===== config.mk =====
export PLATFORM = sky130hd
export DESIGN_NAME = ssr_status_top
export DESIGN_NICKNAME = d
export VERILOG_FILES = /design/src/rtl/ssr_pkg.sv /design/src/rtl/ssr_fmt_if.sv /design/src/rtl/ssr_dec_fmt.sv /design/src/rtl/ssr_status_top.sv
export SDC_FILE = /design/constraint.sdc
export NUM_CORES = 1
export LEC_CHECK = 0
export BUFFER_PORTS_ARGS = -buffer_cell sky130_fd_sc_hd__clkbuf_2
export CORE_MARGIN = 2
export CORE_UTILIZATION = 59
export DETAILED_ROUTE_END_ITERATION = 16
export GPL_ROUTABILITY_DRIVEN = 0
export PLACE_DENSITY = 0.91
export SLEW_MARGIN = 0
export SYNTH_ARGS = -nofsm -noshare
export SYNTH_HDL_FRONTEND = slang
export SYNTH_SLANG_ARGS = --single-unit

===== constraint.sdc =====
create_clock -name i_core_clk -period 7.1 [get_ports i_core_clk]
set_clock_uncertainty 0.2 [all_clocks]
set_input_delay 2.13 -clock i_core_clk [delete_from_list [all_inputs] [get_ports i_core_clk]]
set_output_delay 2.13 -clock i_core_clk [all_outputs]
set_load 0.005 [all_outputs]

===== src/rtl/ssr_pkg.sv =====
// status byte / service request package: bit positions, masks, reset values, characters
// assumes every user sits on the single core clock
package ssr_pkg;
  localparam int unsigned ERR_BIT = 2;
  localparam int unsigned QSUM_BIT = 3;
  localparam int unsigned MSG_BIT = 4;
  localparam int unsigned EVT_BIT = 5;
  localparam int unsigned MASTER_BIT = 6;
  localparam int unsigned OPS_BIT = 7;
  localparam logic [7:0] SRE_WRITABLE = 8'hBC;
  localparam logic [7:0] SRE_RESET = 8'h00;
  localparam logic [7:0] STB_RESET = 8'h00;
  localparam logic [7:0] ASCII_ZERO = 8'h30;
  localparam logic [7:0] ASCII_LF = 8'h0A;
  localparam logic [7:0] DEC_HUNDRED = 8'h64;
  localparam logic [7:0] DEC_TEN = 8'h0A;
endpackage


===== src/rtl/ssr_fmt_if.sv =====
// carrier between the status block and its decimal response formatter
// assumes both ends on i_core_clk
`timescale 1ns/10ps
interface ssr_fmt_if;
  logic load;
  logic [7:0] value;
  logic talk;
  logic take;
  logic busy;
  logic [7:0] data;
  logic valid;
  modport ctl (output load, output value, output talk, output take, input busy, input data, input valid);
  modport fmt (input load, input value, input talk, input take, output busy, output data, output valid);
endinterface


===== src/rtl/ssr_dec_fmt.sv =====
// one-entry response slot: holds a query result as decimal ascii text ended by line feed
// assumes talk and take come from the bus engine on the same clock
`timescale 1ns/10ps
module ssr_dec_fmt (
  input wire logic i_core_clk,
  input wire logic i_rst,
  ssr_fmt_if.fmt fmt
);
  typedef enum logic [0:0] {
    SSR_IDLE = 1'b0,
    SSR_SEND = 1'b1
  } ssr_fmt_state_e;

  typedef struct packed {
    ssr_fmt_state_e state;
    logic [3:0][7:0] chars;
    logic [2:0] count;
    logic [2:0] idx;
    logic [7:0] data;
    logic valid;
  } ssr_fmt_s;

  ssr_fmt_s cur;
  ssr_fmt_s next_cur;
  logic [7:0] hund;
  logic [7:0] tens;
  logic [7:0] units;

  always_comb begin
    next_cur = cur;
    hund = 8'(fmt.value / ssr_pkg::DEC_HUNDRED);
    tens = 8'((fmt.value / ssr_pkg::DEC_TEN) % ssr_pkg::DEC_TEN);
    units = 8'(fmt.value % ssr_pkg::DEC_TEN);
    unique case (cur.state)
      SSR_IDLE: begin
      end
      SSR_SEND: begin
        // a byte leaves only while the device is addressed to talk
        if (cur.valid && fmt.take) begin
          if (cur.idx == cur.count - 3'h1) begin
            next_cur.state = SSR_IDLE;
          end else begin
            next_cur.idx = cur.idx + 3'h1;
          end
        end
      end
    endcase
    // a new query replaces an unread answer; the slot holds only one
    if (fmt.load) begin
      next_cur.state = SSR_SEND;
      next_cur.idx = 3'h0;
      if (hund != 8'h00) begin
        next_cur.chars = {ssr_pkg::ASCII_LF, ssr_pkg::ASCII_ZERO + units, ssr_pkg::ASCII_ZERO + tens,
          ssr_pkg::ASCII_ZERO + hund};
        next_cur.count = 3'h4;
      end else if (tens != 8'h00) begin
        next_cur.chars = {8'h00, ssr_pkg::ASCII_LF, ssr_pkg::ASCII_ZERO + units, ssr_pkg::ASCII_ZERO + tens};
        next_cur.count = 3'h3;
      end else begin
        next_cur.chars = {8'h00, 8'h00, ssr_pkg::ASCII_LF, ssr_pkg::ASCII_ZERO + units};
        next_cur.count = 3'h2;
      end
    end
    next_cur.valid = (next_cur.state == SSR_SEND) && fmt.talk && !fmt.load;
    next_cur.data = next_cur.chars[next_cur.idx[1:0]];
  end

  always_ff @(posedge i_core_clk or posedge i_rst) begin
    if (i_rst) begin
      cur <= '{state: SSR_IDLE, chars: '0, count: 3'h0, idx: 3'h0, data: 8'h00, valid: 1'b0};
    end else begin
      cur <= next_cur;
    end
  end

  assign fmt.busy = (cur.state == SSR_SEND);
  assign fmt.data = cur.data;
  assign fmt.valid = cur.valid;
endmodule


===== src/rtl/ssr_status_top.sv =====
// status byte and service request logic of an ieee-488 instrument interface
// assumes summary flags, query strobes and talk handshake come from logic on i_core_clk
// Function
// - enable-mask query queues mask as decimal
// - status-byte query queues byte as decimal
// - result leaves only when addressed to talk
// - status query never clears any bit
// - summary bits follow their sources one clock later, not latched
// - bits from sources, bits 0,1 zero
// - bit 2 set when error queue nonempty
// - bit 3 set on questionable summary
// - bit 4 set when output queue nonempty
// - bit 5 set on enabled standard event
// - bit 7 set on enabled operation event
// - bit 6 set when any enabled condition
// - bit 6 rising asserts service request
// - request bit readable by serial poll
// - enable bit one lets bit request service
// - mask writable at bits 2,3,4,5,7 only
`timescale 1ns/10ps
module ssr_status_top (
  input wire logic i_core_clk,
  input wire logic i_rst,
  input wire logic i_error_queue_nonempty,
  input wire logic i_questionable_summary,
  input wire logic i_output_queue_nonempty,
  input wire logic i_standard_event_summary,
  input wire logic i_operation_event_summary,
  input wire logic i_sre_write,
  input wire logic [7:0] i_sre_data,
  input wire logic i_sre_query,
  input wire logic i_stb_query,
  input wire logic i_talk_addressed,
  input wire logic i_byte_taken,
  input wire logic i_serial_poll,
  output logic [7:0] o_status_byte,
  output logic [7:0] o_poll_byte,
  output logic [7:0] o_sre_mask,
  output logic o_srq,
  output logic [7:0] o_talk_data,
  output logic o_talk_valid
);
  typedef struct packed {
    logic [7:0] service_request_enable_mask;
    logic [7:0] status_summary_byte;
    logic [7:0] poll_byte;
    logic master_summary_flag;
    logic request_service_flag;
    logic load;
    logic [7:0] value;
  } ssr_state_s;

  ssr_state_s cur;
  ssr_state_s next_cur;
  logic [7:0] live;
  logic summary_any;

  ssr_fmt_if fmt_bus ();

  ssr_dec_fmt u_fmt (
    .i_core_clk(i_core_clk),
    .i_rst(i_rst),
    .fmt(fmt_bus)
  );

  always_comb begin
    next_cur = cur;
    // summary bits come from their sources and are registered; bit 4 also takes the slot's busy and bit 6 is computed here
    live = 8'h00;
    live[ssr_pkg::ERR_BIT] = i_error_queue_nonempty;
    live[ssr_pkg::QSUM_BIT] = i_questionable_summary;
    // an unread answer in our own slot is queue content too
    live[ssr_pkg::MSG_BIT] = i_output_queue_nonempty | fmt_bus.busy;
    live[ssr_pkg::EVT_BIT] = i_standard_event_summary;
    live[ssr_pkg::OPS_BIT] = i_operation_event_summary;
    summary_any = |(live & cur.service_request_enable_mask);
    live[ssr_pkg::MASTER_BIT] = summary_any;
    next_cur.status_summary_byte = live;
    next_cur.master_summary_flag = summary_any;
    if (i_sre_write) begin
      next_cur.service_request_enable_mask = i_sre_data & ssr_pkg::SRE_WRITABLE;
    end
    // request is raised on the rising summary; set wins over a same-cycle poll clear
    if (i_serial_poll) begin
      next_cur.poll_byte = {cur.status_summary_byte[7], cur.request_service_flag,
        cur.status_summary_byte[5:0]};
      next_cur.request_service_flag = 1'b0;
    end
    if (summary_any && !cur.master_summary_flag) begin
      next_cur.request_service_flag = 1'b1;
    end
    next_cur.load = i_sre_query | i_stb_query;
    if (i_stb_query) begin
      next_cur.value = live;
    end else if (i_sre_query) begin
      next_cur.value = cur.service_request_enable_mask;
    end
  end

  always_ff @(posedge i_core_clk or posedge i_rst) begin
    if (i_rst) begin
      cur <= '{service_request_enable_mask: ssr_pkg::SRE_RESET, status_summary_byte: ssr_pkg::STB_RESET,
        poll_byte: ssr_pkg::STB_RESET, master_summary_flag: 1'b0, request_service_flag: 1'b0,
        load: 1'b0, value: 8'h00};
    end else begin
      cur <= next_cur;
    end
  end

  assign fmt_bus.load = cur.load;
  assign fmt_bus.value = cur.value;
  assign fmt_bus.talk = i_talk_addressed;
  assign fmt_bus.take = i_byte_taken;
  assign o_status_byte = cur.status_summary_byte;
  assign o_poll_byte = cur.poll_byte;
  assign o_sre_mask = cur.service_request_enable_mask;
  assign o_srq = cur.request_service_flag;
  assign o_talk_data = fmt_bus.data;
  assign o_talk_valid = fmt_bus.valid;
endmodule


==> results.json <==
{
  "grt_start_max_net_pins": 74,
  "synth_edf_count": 0,
  "diodes": 0,
  "power.density_nw_per_um2": 289,
  "final.min_clock_period_ps": 6140,
  "timing_hold_violations_final": 0,
  "synth-seq-cells": 73,
  "die_area_sq_um": 8480,
  "overflow": 0,
  "drc": 0,
  "layout-drive-gt1-share_pct": 20.9,
  "synth_top_area_share_pct": 39.9,
  "worst_pin_slew_ps": 930,
  "fmax_ghz": 0.163,
  "viasPerCell": 6.06,
  "top_layer": "met4",
  "antenna_found_initial": 0,
  "timing.slew.headroom_pct": 36.2,
  "boundaryPins": 55,
  "root_buffer": "clkbuf_8",
  "yosys.area.top_type": "dfrtp_1",
  "rsz0062_at_grt": "false",
  "synth_common_cells": "73 x dfrtp_1, 45 x nor2_1, 41 x nand2_1",
  "crit_top_cell": "ha_1",
  "critPathArrivalTime_ps": 6210,
  "worst_slack_ps": 958,
  "cp.required_ps": 7170,
  "ys_types": 78,
  "drtIter0Drc": 388,
  "maxCapViolations": 0,
  "synth_cells": 492,
  "critPathMaxFanout": 20,
  "path_cells": "and2b_1, a2bb2oi_1, o21ai_0, a31oi_1, ha_1, o21ai_0, nand2_1, inv_2, mux2i_1, ha_1, or3b_2, a21oi_1, a31oi_1, a21oi_2, inv_1, ha_1, a21oi_1, a32oi_1, mux2i_4, nand3_4, o21ai_1, a22o_1",
  "finalMaxSlewViolations": 0,
  "synth-warning-count": 0,
  "ctsResizeCount": 0,
  "nets": 530,
  "io_buffers": 44,
  "met1_length_mm": 4.14,
  "synth_ff_type": "dfrtp_1",
  "pre_cts_ws_ps": 1140,
  "start_util_pct": 60.1,
  "dp_hpwl_mm": 6.88,
  "clk_path_buf_depth": 2,
  "drtAntennaViolNets": 0,
  "min_path_type": "flop to flop",
  "cp-start-kind": "flop",
  "synth.avg_cell_area_sq_um": 9.30,
  "fin_setup_tns_ps": 0,
  "regArea_sq_um": 1830,
  "fp.dieH_um": 92.1,
  "clk_pin_slew_ps": 80,
  "synth_area_sq_um": 4580,
  "wl_mm": 9.83,
  "row_count": 32,
  "setup_violations": 0,
  "ir_drop_v": 0.000122,
  "fillers": 554,
  "met2_length_mm": 5.04,
  "htreeDepth": 3,
  "p_leak_nw": 2.18,
  "core_sq_um": 7610,
  "numCtsBuffers": 9,
  "critPathSlowestCell": "dfrtp_1",
  "crit_type": "flop to flop",
  "multiInputGateArea_sq_um": 2340,
  "synth-seq-area-share_pct": 39.9,
  "end_kind": "flop",
  "drt_first_pass_iters": 5,
  "hold_buffers": 0,
  "async_flop_share_pct": 100,
  "wl_per_cell_um": 16.3,
  "yosysMostFrequentCell": "dfrtp_1",
  "status": "completed",
  "grt_pass1_vias": 3616,
  "slowest_delay_ps": 710,
  "clock_latency_ps": 350,
  "route.met3.wl_um": 529,
  "fin_crit_sh_pct": 86.5,
  "cts_tree": "built",
  "post_cts.repair.setup_buffers": 0,
  "chipWidth_um": 92.1,
  "grt_pass1_wl_mm": 17.0,
  "clock_sinks": 73,
  "synth.area.top_cells": "dfrtp_1 40%, buf_4 5.4%, mux2i_1 3.9%, nor2_1 3.7%, nand2_1 3.4%",
  "areaGrowthSynthToFinish_pct": 5.20,
  "vias": 3665,
  "grt_usage_pct": 24.4
}
## worst max-delay path: cells and delay by family (launching register included)
kind                       cells  cell delay [ps]
DFF                            1              710
and+or+nand+nor                4             1190
AOI/OAI and AO/OA             11             2300
adders and majority gates      3             1020
buffers and inverters          2              250
muxes                          2              380
## cell families (layout without fill, tap and decap cells)
kind of cell | Yosys count | count (layout) | synth area share [%]
DFF | 73 | 73 | 39.9
AOI/OAI and AO/OA | 123 | 123 | 18.7
buffers and inverters | 79 | 84 | 9.49
adders and majority gates | 11 | 11 | 3.01
other | 1 | 7 | 0.0820
xor gates and xnor gates | 12 | 12 | 2.46
muxes | 34 | 34 | 8.67
and+or+nand+nor | 159 | 159 | 17.7
## per-stage QoR
stage / hold WS [ps] / instances / power, mW / util, % / area, sq um
5_1_grt: 254 / 605 / 1.47 / 63.3 / 4810
3_3_place_gp: 230 / 589 / 1.02 / 60.6 / 4610
4_1_cts: 246 / 605 / 1.38 / 63.3 / 4810
6_report: 243 / 605 / 1.39 / 63.3 / 4810
2_1_floorplan: 223 / 498 / 0.956 / - / 4600
3_5_place_dp: 235 / 589 / 1.05 / 60.6 / 4610
## final cells by class
class | instances | area share (%)
Clock buffer | 10 | 2.86
Sequential cell | 73 | 38.0
Tap cell | 102 | 2.65
Multi-Input combinational cell | 346 | 48.6
Timing Repair Buffer | 46 | 4.89
Clock inverter | 6 | 1.38
Inverter | 22 | 1.72
## placed cells by master (no fill, tap or decap), types with 12 or more instances in the layout
master	instances
o21ai_0	28
clkbuf_2	44
dfrtp_1	73
inv_1	20
mux2i_1	18
nand2_1	41
nor2_1	45
mux2_2	12
nand3_1	16
a21oi_1	24
## registers in the layout (all words and copies together), names as in the netlist
register,count
u_fmt.fmt.data,8
fmt_bus.value,6
o_poll_byte,6
o_status_byte,6
u_fmt.cur,38
fmt_bus.load,1
o_sre_mask,5
u_fmt.fmt.valid,1
o_srq,1
u_fmt.fmt.busy,1
## worst paths after layout
path | slack, ps | cells after the start | endpoint | from
min | 240 | 1 | o_srq | o_status_byte[6]
min in group asynchronous | 1840 | 3 | o_poll_byte[4] | i_rst
max in group asynchronous | 4300 | 3 | u_fmt.fmt.data[0] | i_rst
max reg2reg | 960 | 22 | u_fmt.fmt.data[3] | fmt_bus.value[5]
max | 960 | 22 | u_fmt.fmt.data[3] | fmt_bus.value[5]
min reg2reg | 240 | 1 | o_srq | o_status_byte[6]
## metal layers
| metal | vias to the layer above | global-route usage (%) |
|---|---|---|
| met4 | 0 | 6.22 |
| li1 | 1715 | - |
| met3 | 21 | 3.78 |
| met2 | 150 | 41.7 |
| met1 | 1779 | 32.5 |
| met5 | - | 0 |
## report_power, final
part | internal (mW) | switching, mW
registers | 0.490 | 0.0529
clock network | 0.172 | 0.160
logic | 0.211 | 0.305
(Power assumes the default switching activity.)
